`src/core/servo_cfg_pkg.sv`:
```
package servo_cfg_pkg;

    ////////////////////////////////////////////////////////////////////////////
    // Word layout
    localparam int WORD_W = 16;
    localparam int FIELD_W = 12;
    localparam int CODE_W = 4;
    localparam int CODE_MSB = 15;
    localparam int CODE_LSB = 12;

    // Register codes carried in the top nibble of a control word
    localparam logic [3:0] CODE_SERVO_GAIN = 4'h6;
    localparam logic [3:0] CODE_PD_RF_BW = 4'h7;
    localparam logic [3:0] CODE_CHAN_SEL = 4'h8;
    localparam logic [3:0] CODE_ALT_MODE = 4'hE;
    localparam logic [3:0] CODE_STATUS = 4'hF;

    ////////////////////////////////////////////////////////////////////////////
    // Servo gain and offset factor fields
    localparam int RLF_MSB = 11;
    localparam int RLF_LSB = 8;
    localparam int CLF_MSB = 7;
    localparam int CLF_LSB = 4;
    localparam int DOF_MSB = 3;
    localparam int DOF_LSB = 0;

    // Phase detector and RF bandwidth fields
    localparam int PDLP_BIT = 11;
    localparam int STR_MSB = 9;
    localparam int STR_LSB = 7;
    localparam int FTEST_BIT = 6;
    localparam int ENH_BIT = 5;
    localparam int EQ_MSB = 4;
    localparam int EQ_LSB = 2;
    localparam int LL_MSB = 1;
    localparam int LL_LSB = 0;

    // Channel selection: two bits per channel, A lowest, D highest
    localparam int CHAN_CNT = 4;
    localparam int CHAN_W = 8;
    localparam int CHAN_STRIDE = 2;
    localparam int CHAN_FLIP_OFS = 0;
    localparam int CHAN_SILENCE_OFS = 1;
    localparam int ALT_BIT = 0;

    // Reset values: gains at 0 dB, balanced offset factor, legacy detector
    localparam logic [11:0] RST_SERVO_GAIN = 12'h558;
    localparam logic [11:0] RST_PD_RF_BW = 12'h084;
    localparam logic [7:0] RST_CHAN_SEL = 8'h00;
    localparam logic RST_ALT = 1'b0;

    // Codes and padding used in decode and readback
    localparam logic [1:0] LL_UNUSED = 2'h3;
    localparam logic [1:0] LL_10MHZ = 2'h2;
    localparam logic [2:0] STR_CODE_MAX_ALT = 3'h5;
    localparam logic [3:0] CHAN_PAD = 4'h0;
    localparam logic [10:0] ALT_PAD = 11'h000;
    localparam logic [1:0] STATUS_PAD = 2'h0;
    localparam logic [15:0] RDATA_IDLE = 16'h0000;

    ////////////////////////////////////////////////////////////////////////////
    // Types
    typedef enum logic [2:0] {
        STRETCH_1P2NS,
        STRETCH_1P9NS,
        STRETCH_3P8NS,
        STRETCH_7P5NS,
        STRETCH_15NS,
        STRETCH_30NS
    } stretch_type;

    typedef struct packed {
        logic [3:0] radial_lf_gain;
        logic [3:0] central_lf_gain;
        logic [3:0] dyn_offset_factor;
    } servo_cfg_type;

    typedef struct packed {
        logic phase_det_lowpass_sel;
        stretch_type pulse_stretch_time;
        logic rf_eq_active;
        logic [2:0] rf_lowpass_sel;
        logic [1:0] leadlag_start_freq;
    } pd_cfg_type;

    typedef struct packed {
        logic [3:0] silence;
        logic [3:0] polarity_flip;
    } chan_cfg_type;

    ////////////////////////////////////////////////////////////////////////////
    // Register code of a control word
    function automatic logic [3:0] word_code(input logic [15:0] word);
        word_code = word[CODE_MSB:CODE_LSB];
    endfunction

    // Stretch code to time, normal or reversed table; unused codes clamp
    function automatic stretch_type stretch_decode(input logic [2:0] code, input logic alt);
        logic [2:0] idx;
        idx = alt ? code : (STR_CODE_MAX_ALT - 3'h1 - code);
        if (code > STR_CODE_MAX_ALT || (!alt && code >= STR_CODE_MAX_ALT))
            stretch_decode = alt ? STRETCH_1P2NS : STRETCH_30NS;
        else
            stretch_decode = stretch_type'(STR_CODE_MAX_ALT - idx);
    endfunction

endpackage

```
`src/core/pd_setting_resolve.sv`:
```
`timescale 1ns/1ps
`default_nettype none

module pd_setting_resolve
(
    input wire logic [11:0] pd_word_in,
    input wire logic alt_mode_in,
    output var servo_cfg_pkg::pd_cfg_type pd_cfg_out
);

    ////////////////////////////////////////////////////////////////////////////
    // Field views
    wire logic enh_on = pd_word_in[servo_cfg_pkg::ENH_BIT];
    wire logic [2:0] str_code = pd_word_in[servo_cfg_pkg::STR_MSB:servo_cfg_pkg::STR_LSB];
    wire logic [1:0] ll_code = pd_word_in[servo_cfg_pkg::LL_MSB:servo_cfg_pkg::LL_LSB];
    wire logic prog_on = enh_on && !alt_mode_in;

    // Lowpass corner: upper bit only, and only when programmable
    assign pd_cfg_out.phase_det_lowpass_sel = prog_on && pd_word_in[servo_cfg_pkg::PDLP_BIT];

    // Stretcher: legacy fixed 3.8 ns, normal table, or reversed table
    assign pd_cfg_out.pulse_stretch_time = alt_mode_in ? servo_cfg_pkg::stretch_decode(str_code, 1'b1)
        : enh_on ? servo_cfg_pkg::stretch_decode(str_code, 1'b0)
        : servo_cfg_pkg::STRETCH_3P8NS;

    // RF lowpass only applies outside the alternate mode; lead/lag start applies in both
    assign pd_cfg_out.rf_eq_active = !alt_mode_in;
    assign pd_cfg_out.rf_lowpass_sel = pd_word_in[servo_cfg_pkg::EQ_MSB:servo_cfg_pkg::EQ_LSB];
    assign pd_cfg_out.leadlag_start_freq = (ll_code == servo_cfg_pkg::LL_UNUSED) ? servo_cfg_pkg::LL_10MHZ
        : ll_code;

endmodule

`default_nettype wire

```
`src/core/servo_rf_config_registers.sv`:
```
// Functional notes
// Word with top nibble 0110 writes the servo gain and offset factor register.
// Bits 11..8 of that register set radial low-frequency gain, -15 to +9 dB.
// Bits 7..4 set central low-frequency gain with the same nine steps.
// Bits 3..0 set dynamic radial offset factor 0.60..1.35; 1000 is balanced.
// Word with top nibble 0111 writes the phase detector and RF bandwidth register.
// Bit 11 picks phase detector lowpass: 0 is 50 MHz, 1 is 10 MHz.
// Bits 9..7 pick stretch 1.9/3.8/7.5/15/30 ns; 101 unused, normal mode.
// Alternate timing mode reverses stretch table, adds 1.2 ns, disables other fields; lead/lag start stays active here.
// Host keeps bit 6 of the detector register at zero; factory test only.
// Bit 5 low ignores bits 11..6 for fixed legacy; high enables programmability.
// Bits 4..2 of the detector register select RF channel lowpass bandwidth.
// Bits 1..0 pick lead/lag start 1, 5 or 10 MHz; 11 unused.
// Word with top nibble 1000 writes channel selection; bits 11..8 do nothing.
// Channel selection bits 7, 5, 3 mute channels D, C, B when set.
// Channel selection bits 6, 4 invert channels D, C when set.
// Bit 2 inverts B, bit 1 mutes A, bit 0 inverts A.
// Host never writes unused codes; unused stretch and lead/lag codes map here onto a valid setting.
`timescale 1ns/1ps
`default_nettype none

module servo_rf_config_registers
#(
    parameter logic [11:0] SERVO_GAIN_RESET = servo_cfg_pkg::RST_SERVO_GAIN,
    parameter logic [11:0] PD_RF_BW_RESET = servo_cfg_pkg::RST_PD_RF_BW,
    parameter logic [7:0] CHAN_SEL_RESET = servo_cfg_pkg::RST_CHAN_SEL
)
(
    input wire logic clk_in,
    input wire logic resetn_in,
    input wire logic [3:0] addr_in,
    input wire logic [15:0] wdata_in,
    input wire logic wr_in,
    input wire logic rd_in,
    output logic [15:0] rdata_out,
    output servo_cfg_pkg::servo_cfg_type servo_cfg_out,
    output servo_cfg_pkg::pd_cfg_type pd_cfg_out,
    output servo_cfg_pkg::chan_cfg_type chan_cfg_out,
    output logic factory_test_bit_out
);

    ////////////////////////////////////////////////////////////////////////////
    // Storage
    logic [11:0] servo_gain_r;
    logic [11:0] pd_rf_bw_r;
    logic [7:0] chan_sel_r;
    logic alt_mode_r;
    logic [15:0] rdata_r;
    servo_cfg_pkg::servo_cfg_type servo_cfg_r;
    servo_cfg_pkg::pd_cfg_type pd_cfg_r;
    servo_cfg_pkg::chan_cfg_type chan_cfg_r;
    logic factory_test_r;

    logic [15:0] rdata_nxt;
    servo_cfg_pkg::servo_cfg_type servo_cfg_nxt;
    servo_cfg_pkg::pd_cfg_type pd_cfg_nxt;
    servo_cfg_pkg::chan_cfg_type chan_cfg_nxt;

    ////////////////////////////////////////////////////////////////////////////
    // Write decode: target chosen by the code in the word itself
    wire logic [3:0] wr_code = servo_cfg_pkg::word_code(wdata_in);
    wire logic [11:0] wr_field = wdata_in[servo_cfg_pkg::FIELD_W-1:0];
    wire logic wr_servo = wr_in && (wr_code == servo_cfg_pkg::CODE_SERVO_GAIN);
    wire logic wr_pd = wr_in && (wr_code == servo_cfg_pkg::CODE_PD_RF_BW);
    wire logic wr_chan = wr_in && (wr_code == servo_cfg_pkg::CODE_CHAN_SEL);
    wire logic wr_alt = wr_in && (wr_code == servo_cfg_pkg::CODE_ALT_MODE);

    // Servo gain and offset factor register
    always_ff @(posedge clk_in or negedge resetn_in)
    begin
        if (!resetn_in)
            servo_gain_r <= SERVO_GAIN_RESET;
        else if (wr_servo)
            servo_gain_r <= wr_field;
    end

    // Phase detector and RF bandwidth register, test bit kept as written
    always_ff @(posedge clk_in or negedge resetn_in)
    begin
        if (!resetn_in)
            pd_rf_bw_r <= PD_RF_BW_RESET;
        else if (wr_pd)
            pd_rf_bw_r <= wr_field;
    end

    // Channel selection register; upper nibble of the field is dropped
    always_ff @(posedge clk_in or negedge resetn_in)
    begin
        if (!resetn_in)
            chan_sel_r <= CHAN_SEL_RESET;
        else if (wr_chan)
            chan_sel_r <= wr_field[servo_cfg_pkg::CHAN_W-1:0];
    end

    // Alternate pulse-timing mode register
    always_ff @(posedge clk_in or negedge resetn_in)
    begin
        if (!resetn_in)
            alt_mode_r <= servo_cfg_pkg::RST_ALT;
        else if (wr_alt)
            alt_mode_r <= wr_field[servo_cfg_pkg::ALT_BIT];
    end

    ////////////////////////////////////////////////////////////////////////////
    // Servo settings straight from their fields
    assign servo_cfg_nxt.radial_lf_gain = servo_gain_r[servo_cfg_pkg::RLF_MSB:servo_cfg_pkg::RLF_LSB];
    assign servo_cfg_nxt.central_lf_gain = servo_gain_r[servo_cfg_pkg::CLF_MSB:servo_cfg_pkg::CLF_LSB];
    assign servo_cfg_nxt.dyn_offset_factor = servo_gain_r[servo_cfg_pkg::DOF_MSB:servo_cfg_pkg::DOF_LSB];

    // Effective detector settings under the mode bits
    pd_setting_resolve u_resolve
    (
        .pd_word_in(pd_rf_bw_r),
        .alt_mode_in(alt_mode_r),
        .pd_cfg_out(pd_cfg_nxt)
    );

    // Per-channel silence and polarity bits, A at the bottom
    genvar ch;
    generate
        for (ch = 0; ch < servo_cfg_pkg::CHAN_CNT; ch++)
        begin : g_chan
            assign chan_cfg_nxt.silence[ch] =
                chan_sel_r[ch*servo_cfg_pkg::CHAN_STRIDE+servo_cfg_pkg::CHAN_SILENCE_OFS];
            assign chan_cfg_nxt.polarity_flip[ch] =
                chan_sel_r[ch*servo_cfg_pkg::CHAN_STRIDE+servo_cfg_pkg::CHAN_FLIP_OFS];
        end
    endgenerate

    ////////////////////////////////////////////////////////////////////////////
    // Read mux: data only in the cycle after the strobe
    wire logic rd_servo = addr_in == servo_cfg_pkg::CODE_SERVO_GAIN;
    wire logic rd_pd = addr_in == servo_cfg_pkg::CODE_PD_RF_BW;
    wire logic rd_chan = addr_in == servo_cfg_pkg::CODE_CHAN_SEL;
    wire logic rd_alt = addr_in == servo_cfg_pkg::CODE_ALT_MODE;
    wire logic rd_stat = addr_in == servo_cfg_pkg::CODE_STATUS;

    assign rdata_nxt = !rd_in ? servo_cfg_pkg::RDATA_IDLE
        : rd_servo ? {servo_cfg_pkg::CODE_SERVO_GAIN, servo_gain_r}
        : rd_pd ? {servo_cfg_pkg::CODE_PD_RF_BW, pd_rf_bw_r}
        : rd_chan ? {servo_cfg_pkg::CODE_CHAN_SEL, servo_cfg_pkg::CHAN_PAD, chan_sel_r}
        : rd_alt ? {servo_cfg_pkg::CODE_ALT_MODE, servo_cfg_pkg::ALT_PAD, alt_mode_r}
        : rd_stat ? {servo_cfg_pkg::CODE_STATUS, servo_cfg_pkg::STATUS_PAD, pd_cfg_r}
        : servo_cfg_pkg::RDATA_IDLE;

    ////////////////////////////////////////////////////////////////////////////
    // Output flip-flops
    always_ff @(posedge clk_in or negedge resetn_in)
    begin
        if (!resetn_in)
        begin
            rdata_r <= servo_cfg_pkg::RDATA_IDLE;
            servo_cfg_r <= servo_cfg_pkg::servo_cfg_type'(SERVO_GAIN_RESET);
            pd_cfg_r <= '0;
            chan_cfg_r <= '0;
            factory_test_r <= 1'b0;
        end
        else
        begin
            rdata_r <= rdata_nxt;
            servo_cfg_r <= servo_cfg_nxt;
            pd_cfg_r <= pd_cfg_nxt;
            chan_cfg_r <= chan_cfg_nxt;
            factory_test_r <= pd_rf_bw_r[servo_cfg_pkg::FTEST_BIT];
        end
    end

    assign rdata_out = rdata_r;
    assign servo_cfg_out = servo_cfg_r;
    assign pd_cfg_out = pd_cfg_r;
    assign chan_cfg_out = chan_cfg_r;
    assign factory_test_bit_out = factory_test_r;
endmodule

`default_nettype wire

```
`config.mk`:
```
export PLATFORM = sky130hd
export DESIGN_NAME = servo_rf_config_registers
export DESIGN_NICKNAME = d
export VERILOG_FILES = /design/src/core/servo_cfg_pkg.sv /design/src/core/pd_setting_resolve.sv /design/src/core/servo_rf_config_registers.sv
export SDC_FILE = /design/constraint.sdc
export NUM_CORES = 1
export LEC_CHECK = 0
export BUFFER_PORTS_ARGS = -buffer_cell sky130_fd_sc_hd__buf_2
export CAP_MARGIN = 20
export CORE_MARGIN = 2
export CORE_UTILIZATION = 50
export DETAILED_ROUTE_END_ITERATION = 8
export PLACE_DENSITY = 0.75
export SLEW_MARGIN = 20
export SYNTH_ARGS = -nofsm -noshare
export SYNTH_HDL_FRONTEND = slang
export SYNTH_HIERARCHICAL = 1
export SYNTH_SLANG_ARGS = --single-unit
```
`constraint.sdc`:
```
create_clock -name clk_in -period 2.7 [get_ports clk_in]
set_clock_uncertainty 0.1 [all_clocks]
set_input_delay 0.405 -clock clk_in [delete_from_list [all_inputs] [get_ports clk_in]]
set_output_delay 0.405 -clock clk_in [all_outputs]
set_load 0.02 [all_outputs]
```
==> results of run 1 <==
==> path summary, 6_finish.rpt <==
path | to | slack (ns)
worst max-delay path | pd_cfg_out[7] | 1.11
worst min-delay path | rdata_out[1] | 0.10
worst max register to register | pd_cfg_out[7] | 1.11
worst min register to register | servo_cfg_out[4] | 0.27
max in group asynchronous | chan_cfg_out[6] | 1.79
min in group clk_in | pd_rf_bw_r[8] | 0.20
==> kinds of logic after synthesis <==
logic type | Yosys count
compound gates | 35
fa+ha+maj | 1
buf+inv | 20
flops | 79
mux | 36
simple gates | 47
==> cell type report <==
cell class | instances | share of cell area, %
Sequential cell | 79 | 53.8
Multi-Input combinational cell | 119 | 25.0
Timing Repair Buffer | 73 | 10.1
Clock inverter | 6 | 4.19
Clock buffer | 10 | 3.72
Tap cell | 75 | 2.53
Inverter | 6 | 0.608
==> per-layer routing <==
layer | GRT usage (%) | part of all wire, % | up-vias
met4 | 9.50 | 1.7 | 0
li1 | - | - | 897
met1 | 26.2 | 41 | 997
met3 | 5.05 | 5.1 | 9
met5 | 0 | 0 | -
met2 | 35.4 | 52 | 77
==> power by group <==
group          leakage (nW)  switching [mW]  internal, mW  total, mW
Clock                 0.146           0.420         0.824       1.24
Sequential            0.969           0.161          1.45       1.61
Combinational         0.732           0.350         0.264      0.614
Total                  1.85           0.931          2.54       3.47
==> critical path: stages, from the launching register on <==
cell and delay, ns:
sky130_fd_sc_hd__dfstp_2 0.58, sky130_fd_sc_hd__ha_1 0.25, sky130_fd_sc_hd__mux2i_1 0.13, sky130_fd_sc_hd__nor2_1 0.05, sky130_fd_sc_hd__a311o_1 0.35
==> sequential cells by signal, indices dropped and copies added (netlist names) <==
register and count:
chan_cfg_out 8, pd_rf_bw_r 12, factory_test_bit_out 1, pd_cfg_out 10, servo_cfg_out 12, rdata_out 15
alt_mode_r 1, servo_cfg_nxt 12, chan_sel_r 8
==> per-stage QoR <==
step	cell area [µm²]	power (mW)	setup slack (ns)	utilization, %
floorplan	3030	2.00	1.20	-
global placement	3410	2.21	1.04	57.9
detailed placement	3410	2.24	0.990	57.9
CTS	3700	3.49	1.11	62.9
global route	3700	3.61	1.05	62.9
finish	3700	3.47	1.11	62.9
==> cells in the final DEF (no fill, tap or decap) <==
cell type                   Yosys  final
sky130_fd_sc_hd__mux2i_1        3      3
sky130_fd_sc_hd__nor3_1         4      4
sky130_fd_sc_hd__mux2_2        23     23
sky130_fd_sc_hd__and3_1         4      4
sky130_fd_sc_hd__and2_1         3      3
sky130_fd_sc_hd__buf_2          3     69
sky130_fd_sc_hd__dfstp_2       12     12
sky130_fd_sc_hd__nand2_1        4      4
sky130_fd_sc_hd__o21ai_0       11     11
sky130_fd_sc_hd__a31oi_1        1      1
sky130_fd_sc_hd__o2bb2ai_1      7      7
sky130_fd_sc_hd__dfrtp_1       67     67
sky130_fd_sc_hd__a21oi_1        7      7
sky130_fd_sc_hd__clkinv_2       0      1
sky130_fd_sc_hd__nand4_1        1      1
sky130_fd_sc_hd__mux2_4        10     10
sky130_fd_sc_hd__o211a_1        1      1
sky130_fd_sc_hd__nand3_1        3      3
sky130_fd_sc_hd__a311o_1        1      1
sky130_fd_sc_hd__bufinv_16      0      5
sky130_fd_sc_hd__or2_4          1      1
sky130_fd_sc_hd__buf_4          6      4
sky130_fd_sc_hd__nor3_2         1      1
sky130_fd_sc_hd__nor2b_1        9      9
sky130_fd_sc_hd__nor2_1        16     16
sky130_fd_sc_hd__a22oi_1        7      7
sky130_fd_sc_hd__nand4b_1       1      1
sky130_fd_sc_hd__ha_1           1      1
sky130_fd_sc_hd__inv_1          6      6
sky130_fd_sc_hd__clkbuf_8       0     10
==> parameters.txt, run 1 <==
Parameter                              Value

Outcome
  Run status ... complete, no violations

Power and ir drop
  Worst vdd ir ... 424 µV
  Static Leakage ... 1.85 nW
  Power Dens Cells ... around 940 nW/µm²

Worst setup path
  Data arrival time at the worst-slack endpoint ... 1.71 ns
  Required arrival time at the worst endpoint ... 2.82 ns
  Worst setup SP type ... flop
  Classification of the worst setup path ... reg -> reg
  Sort of element at the end of the critical path ... flop
  Depth of the worst register-to-register path ... 4
  Reg2Reg Launch Point ... pd_rf_bw_r[7]
  Maximum fanout along the worst path ... 5
  Crit path launch ... pd_rf_bw_r[7]

Timing
  Worst Max-Slew Pin Slew ... 0.940 ns
  Setup repair after global routing missed its margin ... false
  Number of pins exceeding their max-slew limit in the final report ... 0
  Number of setup violations in the final report ... 0
  Setup_tns ... 0 ns
  Share of the clock period used by the worst path ... 58.9%
  Relative max-transition margin ... between 30% and 40%
  Number of failing hold endpoints at the final stage ... 0
  WHS ... 0.103 ns
  Minimum clock period after layout ... 1.59 ns
  Upper clock frequency limit ... 629 MHz

Routing
  Wirelength, routed ... 6390 µm
  First-pass detailed-route iteration total ... 4
  Drt via density ... approximately 5.4
  Initial DRC count ... approximately 110
  DRT antenna net count ... 0
  Routed via count ... 1980
  Remaining routing DRC violations ... 0
  Post-DR wirelength/cell ... roughly 17 µm

Clock network
  CTS clk-pin slew, worst paths ... 0.08 ns
  CTS root buffer ... sky130_fd_sc_hd__clkbuf_8
  Sinks on the clock net ... 79
  Number of clock buffers inserted by TritonCTS ... 9
  Insertion delay of the later-clocked pin in the worst-skew pair ... 0.35 ns
  Number of levels in the clock H-tree ... 3
  Count of hold buffers inserted by post-cts repair ... 0
  Post-cts repair resize count ... 0
  CTS tree ... built
  Post-CTS Setup Repair Bufs ... 0
  Maximum count of clock buffers along a single path ... 2

Yosys
  Count of state elements after synthesis ... 79
  Most frequent cells after synthesis ... sky130_fd_sc_hd__dfrtp_1, sky130_fd_sc_hd__mux2_2, sky130_fd_sc_hd__nor2_1
  Cell type with the largest total area after synthesis ... sky130_fd_sc_hd__dfrtp_1
  Post-Synthesis Cells ... approximately 220
  Ys flop type ... sky130_fd_sc_hd__dfrtp_1
  Area share of fa/ha/maj cells after synthesis ... 0.413%
  Multiplexer fraction of the synthesized cell area ... 14.5%
  XOR/XNOR share of the synthesized area ... 0%
  Nets in the synthesized netlist ... 243
  Count of different cell masters after synthesis ... 29
  Number of warning messages in the yosys log ... 6
  Fraction of the mapped netlist area in simple logic gates ... 8.06%
  Post-synth EDFFs ... 0
  Area contributors post-synth ... sky130_fd_sc_hd__dfrtp_1, sky130_fd_sc_hd__dfstp_2, sky130_fd_sc_hd__mux2_2
  Async set or reset register ratio after synthesis ... 100%
  Combinational family with the most area after synthesis ... multiplexers
  Post-synthesis instance area ... 3030 µm²
  Share of the synthesized area in compound gates (AO/OA/AOI/OAI) ... under 10%
  Sequential cell area fraction in the yosys report ... 65.8%
  Area share of the leading cell type in the synthesized netlist ... between 50% and 60%
  Most frequent cell after synthesis ... sky130_fd_sc_hd__dfrtp_1
  Average footprint of a synthesized cell ... 13.9 µm²

Die
  Die height ... between 80 and 90 µm
  Area of the core ... 5890 µm²
  Die Wd ... around 82 µm
  Number of cell rows ... 28
  Initial cell density of the core ... 51.4%
  Die Footprint ... 6690 µm²
  Number of placed I/O pins ... 71

Global routing
  First-pass GRT wire length ... 10000 µm
  Via count of the first global-routing pass ... between 1500 and 2000
  Total gr overflow ... 0
  Antenna violations before repair ... 0
  Largest net degree at the start of global routing ... 80
  GR Util All Layers ... 21.2%

Final layout
  Ratio of cells with drive above 1 in the final layout ... between 40% and 50%
  Fill cell total of the finished layout ... 450
  FF+latch area ... ~2000 µm²
  Multi-input gate area ... ~900 µm²
  Layout Area Growth over Synthesis ... 22.3%
  Final #Nets ... 313
  Ant. Diodes ... 0
  Post-route insts no fill ... 368

Place
  Placed Instances ... 352
  Total half-perimeter wirelength after legalization and detailed placement ... just over 4000 µm
  Count of buffers inserted at the top-level ports ... 70
  GP Congestion ... 0.826

Job
  # Max-Cap Violations ... 0

Worst hold path
  Min-Delay Path Class ... in -> async
(Power assumes the default switching activity.)
==> inputs of run 2 (changes only) <==
--- a/config.mk
+++ b/config.mk
@@ -8,7 +8,7 @@
 export BUFFER_PORTS_ARGS = -buffer_cell sky130_fd_sc_hd__buf_2
 export CAP_MARGIN = 20
 export CORE_MARGIN = 2
-export CORE_UTILIZATION = 50
+export CORE_UTILIZATION = 48
 export DETAILED_ROUTE_END_ITERATION = 8
 export PLACE_DENSITY = 0.75
 export SLEW_MARGIN = 20
==> constraint.sdc (replaced) <==
create_clock -name clk_in -period 1.33 [get_ports clk_in]
set_clock_uncertainty 0.1 [all_clocks]
set_input_delay 0.1995 -clock clk_in [delete_from_list [all_inputs] [get_ports clk_in]]
set_output_delay 0.1995 -clock clk_in [all_outputs]
set_load 0.02 [all_outputs]
==> run 2 against run 1 <==
Against the previous run: the run now ends with negative setup slack left; wire length grew 0.48%; non-clock buffer count up 23; worst hold slack got worse by 0.090 ns; maximum frequency up 14%; final cell count grew 6.3%; worst setup slack got worse by 1.2 ns; global-route usage shrank 1.1 points; sequential share of layout area shrank 2.6 points; final area up 5.0%; die area increased by 4.0%; critical endpoint unchanged; largest power group unchanged; highest routed layer unchanged.
==> parameters.txt, run 2 (synthesis results as in run 1) <==
Parameter                              Value

Worst setup path
  Worst setup SP type ... flop
  Data arrival time at the worst-slack endpoint ... 1.54 ns (-0.17 ns)
  Crit-path leading delay family ... flip-flops
  Delay contributed by the slowest stage of the critical path ... 0.55 ns (-0.03 ns)
  Sort of element at the end of the critical path ... flop
  Standard cell with the maximum stage delay on the critical path ... sky130_fd_sc_hd__dfstp_2
  Maximum fanout along the worst path ... 2 (-3)
  Classification of the worst setup path ... reg -> reg
  Sum of buffers and inverters on the critical path ... 0 (unchanged)
  Cells along the critical path ... ha_4, mux2i_1, nor2_1, a311o_1
  Required arrival time at the worst endpoint ... 1.47 ns (-1.35 ns)

Place
  Placed Instances ... 368 (+4.5%)
  Count of buffers inserted at the top-level ports ... 70 (unchanged)
  GP Congestion ... 0.860 (+4.2%)
  Total half-perimeter wirelength after legalization and detailed placement ... 4480 µm (+10%)
  Placement Cell Area ... 3580 µm² (+5.0%)
  Worst slack at placement ... -0.0635 ns (-1.05 ns)

Clock network
  CTS tree ... built
  Number of levels in the clock H-tree ... 3 (unchanged)
  CTS root buffer ... sky130_fd_sc_hd__clkbuf_8
  Number of clock buffers inserted by TritonCTS ... 9 (unchanged)
  CTS clk-pin slew, worst paths ... 0.07 ns (about the same)
  Maximum count of clock buffers along a single path ... 2 (unchanged)
  Post-CTS Setup Repair Bufs ... 0 (unchanged)
  Insertion delay of the later-clocked pin in the worst-skew pair ... 0.35 ns (about the same)
  Sinks on the clock net ... 79 (unchanged)

Routing
  Routed via count ... 2022 (+2.1%)
  DRT antenna net count ... 0 (unchanged)
  Initial DRC count ... 120 (+8.1%)
  Drt via density ... 5.17 (-3.9%)
  Remaining routing DRC violations ... 0 (unchanged)
  Wirelength, routed ... 6430 µm (+0.48%)
  Post-DR wirelength/cell ... 16.4 µm (-5.4%)
  First-pass detailed-route iteration total ... 4 (unchanged)

Die
  Die Footprint ... 6960 µm² (+4.0%)
  Number of cell rows ... 28 (unchanged)
  Die Wd ... 83.4 µm (+2.0%)
  Area of the core ... 5990 µm² (+1.8%)
  Die height ... 83.4 µm (+2.0%)
  Initial cell density of the core ... 50.5% (-0.90 points)
  Number of placed I/O pins ... 71 (unchanged)

Power and ir drop
  Overall power ... 6.51 mW (+88%)
  Power Dens Cells ... 1670 nW/µm² (+79%)
  Worst vdd ir ... 1200 µV (+180%)
  Static Leakage ... 1.94 nW (+5.0%)

Final layout
  Ratio of cells with drive above 1 in the final layout ... 47.8% (+1.4 points)
  Final Instance Area ... 3890 µm² (+5.0%)
  Final #Nets ... 336 (+7.3%)
  Post-route insts no fill ... 391 (+6.3%)
  Final Core Density ... 64.9% (+2.0 points)
  Most common library cell in the layout ignoring fill and taps ... sky130_fd_sc_hd__dfrtp_1
  Layout Area Growth over Synthesis ... 28.4%
  Fill cell total of the finished layout ... 479 (+6.4%)
  Ant. Diodes ... 0 (unchanged)
  Most frequent cells in the layout ... sky130_fd_sc_hd__dfrtp_1, sky130_fd_sc_hd__buf_2, sky130_fd_sc_hd__mux2_2, sky130_fd_sc_hd__buf_4, sky130_fd_sc_hd__nor2_1
  Flip-flop count of the largest register after layout ... 15 (unchanged)

Timing
  PnR worst setup slack ... -0.0706 ns (-1.18 ns)
  Worst Max-Slew Pin Slew ... 0.246 ns (-0.694 ns)
  Minimum clock period after layout ... 1.40 ns (-0.190 ns)
  Setup repair after global routing missed its margin ... true
  Upper clock frequency limit ... 714 MHz (+14%)
  Share of the clock period used by the worst path ... 105% (+46 points)
  Setup_tns ... -0.0706 ns (-0.0706 ns)
  Number of pins exceeding their max-slew limit in the final report ... 0 (unchanged)
  WHS ... 0.0134 ns (-0.0895 ns)
  Number of failing hold endpoints at the final stage ... 0 (unchanged)
  Relative max-transition margin ... 83.4% (+46 points)
  Number of setup violations in the final report ... 1 (+1)

Global routing
  Largest net degree at the start of global routing ... 28 (-65%)
  First-pass GRT wire length ... 10700 µm (+6.0%)
  Total gr overflow ... 0 (unchanged)
  GR Util All Layers ... 20.1% (-1.1 points)
  Via count of the first global-routing pass ... 2062 (+5.0%)
  Antenna violations before repair ... 0 (unchanged)

Job
  # Max-Cap Violations ... 0 (unchanged)

Outcome
  Violated checks ... negative setup slack
  Run status ... complete, but fails checks

Worst hold path
  Min-Delay Path Class ... in -> reg
-- run 2: cell count changes in the layout (fill, tap and decap cells not counted), sizes merged --
cell / previous run / this run
clkbuf: 10 / 11
clkinv: 1 / 3
bufinv: 5 / 2
dlygate4sd3: 0 / 7
buf: 73 / 89
-- run 2: path summary, 6_finish.rpt --
check	cells after the start	slack [ns]	startpoint	endpoint
max	4	-0.07	pd_rf_bw_r[7]	pd_cfg_out[7]
min	2	0.01	wdata_in[5]	servo_cfg_nxt[5]
max reg2reg	4	-0.07	pd_rf_bw_r[7]	pd_cfg_out[7]
min reg2reg	0	0.27	servo_cfg_nxt[10]	servo_cfg_out[10]
max in group asynchronous	3	0.48	resetn_in	servo_cfg_out[6]
min in group asynchronous	2	0.14	resetn_in	servo_cfg_out[11]
-- run 2: layout make-up --
class / count / area (µm²) / share of cell area (%)
Inverter: 6 / 22.5 / 0.579
Multi-Input combinational cell: 119 / 938 / 24.1
Clock inverter: 5 / 75.1 / 1.93
Timing Repair Buffer: 96 / 634 / 16.3
Tap cell: 75 / 93.8 / 2.41
Clock buffer: 11 / 131 / 3.38
Sequential cell: 79 / 1990 / 51.2
-- run 2: power breakdown --
part	switching, mW	internal, mW	total, mW
sequential	0.321	2.95	3.27
combinational	0.725	0.647	1.37
clock	0.821	1.05	1.87
-- run 2: what timing repair did --
| action | 4_1_cts | 5_1_grt |
|---|---|---|
| resized for setup | 4 | 6 |
| pin swaps | 1 | 3 |
| hold buffers | 7 | 0 |
| setup endpoints to repair | 5 | 7 |
| endpoints found under the hold margin | 77 | 0 |
-- run 2: layer usage --
metal | vias up | track usage [%] | wire length [µm]
met5 | - | 0 | 0
met1 | 1021 | 24.7 | 2770
met4 | 0 | 6.71 | 92
met3 | 9 | 7.26 | 326
met2 | 51 | 33.1 | 3240
li1 | 941 | - | -
==> inputs of run 3 (changes only) <==
--- a/config.mk
+++ b/config.mk
@@ -11,6 +11,7 @@
 export CORE_UTILIZATION = 48
 export DETAILED_ROUTE_END_ITERATION = 8
 export PLACE_DENSITY = 0.75
+export RECOVER_POWER = 100
 export SLEW_MARGIN = 20
 export SYNTH_ARGS = -nofsm -noshare
 export SYNTH_HDL_FRONTEND = slang
==> run 3 against run 2 <==
Against the previous run: the run ends with negative hold slack, negative setup slack left; final cell count is the same; utilization shrank 2.1 points; sequential share of layout area grew 1.7 points; die area is the same; critical path depth grew 1; count of clock-buffer cells in the layout is the same; flip-flop and latch count is the same; worst setup slack lost 0.023 ns; worst hold slack lost 0.014 ns; non-clock buffer count is the same; sequential power is essentially flat; critical endpoint is now rdata_out[0]; largest cell class unchanged.
==> parameters.txt, run 3 (synthesis results as in run 1) <==
Parameter                              Value

Outcome
  Run status ... complete, but fails checks
  Violated checks ... negative hold slack, negative setup slack

Worst setup path
  Reg2Reg Launch Point ... pd_rf_bw_r[7]
  Depth of the worst register-to-register path ... 4 (unchanged)
  Classification of the worst setup path ... in -> reg
  Reg2Reg Setup Slack ... -0.07 ns (about the same)
  Maximum fanout along the worst path ... 11 (+9)
  Worst setup SP type ... input port
  Required arrival time at the worst endpoint ... 1.49 ns (+0.02 ns)
  End of the worst register-to-register path ... pd_cfg_out[7]
  Sort of element at the end of the critical path ... flop
  Data arrival time at the worst-slack endpoint ... 1.58 ns (+0.04 ns)

Final layout
  Flip-flop count of the largest register after layout ... 15 (unchanged)
  Final #Nets ... 336 (unchanged)
  Fill cell total of the finished layout ... 518 (+8.1%)
  Ant. Diodes ... 0 (unchanged)
  Ratio of cells with drive above 1 in the final layout ... 33.9% (-14 points)
  Layout Area Growth over Synthesis ... 24.3%
  Most common library cell in the layout ignoring fill and taps ... sky130_fd_sc_hd__dfrtp_1
  Post-route insts no fill ... 391 (unchanged)
  Most frequent cells in the layout ... sky130_fd_sc_hd__dfrtp_1, sky130_fd_sc_hd__clkbuf_1, sky130_fd_sc_hd__mux2_2, sky130_fd_sc_hd__buf_2, sky130_fd_sc_hd__clkbuf_2

Power and ir drop
  Static Leakage ... 1.76 nW (-9.2%)
  Power Dens Cells ... 1700 nW/µm² (+1.7%)
  Worst vdd ir ... 1190 µV (-0.36%)

Job
  # Max-Cap Violations ... 0 (unchanged)

Place
  Placed Instances ... 368 (unchanged)
  Total half-perimeter wirelength after legalization and detailed placement ... 4480 µm (unchanged)
  GP Congestion ... 0.860 (unchanged)
  Count of buffers inserted at the top-level ports ... 70 (unchanged)

Global routing
  First-pass GRT wire length ... 10700 µm (unchanged)
  Via count of the first global-routing pass ... 2062 (unchanged)
  Antenna violations before repair ... 0 (unchanged)
  Largest net degree at the start of global routing ... 28 (unchanged)
  GR Util All Layers ... 20.1% (unchanged)
  Total gr overflow ... 0 (unchanged)

Timing
  WHS ... -0.000905 ns (-0.0143 ns)
  Share of the clock period used by the worst path ... 107% (+1.7 points)
  Worst Max-Slew Pin Slew ... 0.659 ns (+0.413 ns)
  Number of failing hold endpoints at the final stage ... 1 (+1)
  Number of pins exceeding their max-slew limit in the final report ... 0 (unchanged)
  Number of setup violations in the final report ... 2 (+1)
  Setup repair after global routing missed its margin ... true
  Relative max-transition margin ... 56.1% (-27 points)
  Minimum clock period after layout ... 1.42 ns (+0.0229 ns)
  Upper clock frequency limit ... 702 MHz (-1.6%)
  PnR worst setup slack ... -0.0935 ns (-0.0229 ns)

Clock network
  Post-CTS Setup Repair Bufs ... 0 (unchanged)
  Maximum count of clock buffers along a single path ... 2 (unchanged)
  CTS clk-pin slew, worst paths ... 0.07 ns (about the same)
  Number of clock buffers inserted by TritonCTS ... 9 (unchanged)
  Number of levels in the clock H-tree ... 3 (unchanged)
  Insertion delay of the later-clocked pin in the worst-skew pair ... 0.35 ns (about the same)
  CTS tree ... built
  CTS root buffer ... sky130_fd_sc_hd__clkbuf_8
  Sinks on the clock net ... 79 (unchanged)

Routing
  Remaining routing DRC violations ... 0 (unchanged)
  DRT antenna net count ... 0 (unchanged)
  Initial DRC count ... 110 (-8.3%)
  Drt via density ... 5.18 (+0.25%)
  Wirelength, routed ... 6400 µm (-0.44%)
  Post-DR wirelength/cell ... 16.4 µm (-0.44%)
  First-pass detailed-route iteration total ... 4 (unchanged)
  Routed via count ... 2027 (+0.25%)

Worst hold path
  Min-Delay Path Class ... in -> reg
  End point of the most critical hold path ... pd_rf_bw_r[1]
  Min-Delay Startpoint ... wdata_in[1]
  Worst hold stages ... 2 (unchanged)

Die
  Initial cell density of the core ... 50.5% (unchanged)
  Die Footprint ... 6960 µm² (unchanged)
  Number of placed I/O pins ... 71 (unchanged)
  Number of cell rows ... 28 (unchanged)
  Die Wd ... 83.4 µm (unchanged)
  Die height ... 83.4 µm (unchanged)
  Area of the core ... 5990 µm² (unchanged)
run 3: changes by cell type in the layout (fill, tap and decap cells not counted):
cell / delta
sky130_fd_sc_hd__buf_2: -44
sky130_fd_sc_hd__clkbuf_1: +33
sky130_fd_sc_hd__or2_2: +1
sky130_fd_sc_hd__dfstp_1: +4
sky130_fd_sc_hd__mux2_1: +7
sky130_fd_sc_hd__or2_4: -1
sky130_fd_sc_hd__and2_0: +1
sky130_fd_sc_hd__buf_12: -3
sky130_fd_sc_hd__clkbuf_2: +18
sky130_fd_sc_hd__mux2_4: -7
sky130_fd_sc_hd__buf_4: -4
sky130_fd_sc_hd__dfstp_2: -4
sky130_fd_sc_hd__and2_1: -1
run 3: worst max-delay path, cell delays in order:
cell	delay (ns)
sky130_fd_sc_hd__clkbuf_1	0.14
sky130_fd_sc_hd__and2_0	0.20
sky130_fd_sc_hd__clkbuf_1	0.51
sky130_fd_sc_hd__o21ai_0	0.26
sky130_fd_sc_hd__a31oi_1	0.27
run 3: routing by layer:
metal | GRT usage, % | share of wire, % | vias up
met5 | 0 | 0 | -
met4 | 6.71 | 1.5 | 0
met3 | 7.26 | 6.2 | 9
met2 | 33.1 | 51 | 60
met1 | 24.7 | 42 | 1015
li1 | - | - | 943
run 3: power breakdown:
group          internal (mW)  switching, mW  leakage [nW]
Sequential              2.94          0.324         0.968
Combinational          0.555          0.722         0.687
Clock                   1.05          0.817         0.107
Total                   4.54           1.86          1.76
run 3: worst max-delay path by stage:
stage / from / to / slack [ns] / cells past startpoint
2_1_floorplan: pd_rf_bw_r[7] / pd_cfg_out[7] / -0.07 / 4
3_3_place_gp: pd_rf_bw_r[7] / pd_cfg_out[7] / -0.04 / 4
3_5_place_dp: pd_rf_bw_r[7] / pd_cfg_out[7] / -0.06 / 4
4_1_cts: pd_rf_bw_r[7] / pd_cfg_out[7] / -0.06 / 4
5_1_grt: pd_rf_bw_r[7] / pd_cfg_out[7] / -0.15 / 4
6_report: addr_in[2] / rdata_out[0] / -0.09 / 5
run 3: timing repair:
action                                 CTS  global route
gates resized for setup                  4             6
setup endpoints to repair                5             7
hold buffers                             7             0
endpoints found under the hold margin   77             0
pin swaps                                1             3
run 3: stage by stage:
step	power [mW]	cell area, µm²	setup TNS [ns]	setup slack, ns	util, %
2_1_floorplan	4.08	3040	-0.0661	-0.0661	-
3_3_place_gp	4.57	3580	-0.533	-0.0444	59.8
3_5_place_dp	4.62	3580	-0.856	-0.0635	59.8
4_1_cts	6.52	3870	-0.0634	-0.0634	64.5
5_1_grt	6.74	3760	-1.90	-0.153	62.8
6_report	6.40	3760	-0.164	-0.0935	62.8
run 3: final cells by class:
| cell class | instances | area (µm²) | area share (%) |
|---|---|---|---|
| sequential | 79 | 1990 | 52.9 |
| multi-input combinational | 119 | 910 | 24.2 |
| timing repair buffer | 96 | 538 | 14.3 |
| clock buffer | 11 | 131 | 3.49 |
| tap | 75 | 93.8 | 2.49 |
| clock inverter | 5 | 75.1 | 2.00 |
| inverter | 6 | 22.5 | 0.599 |
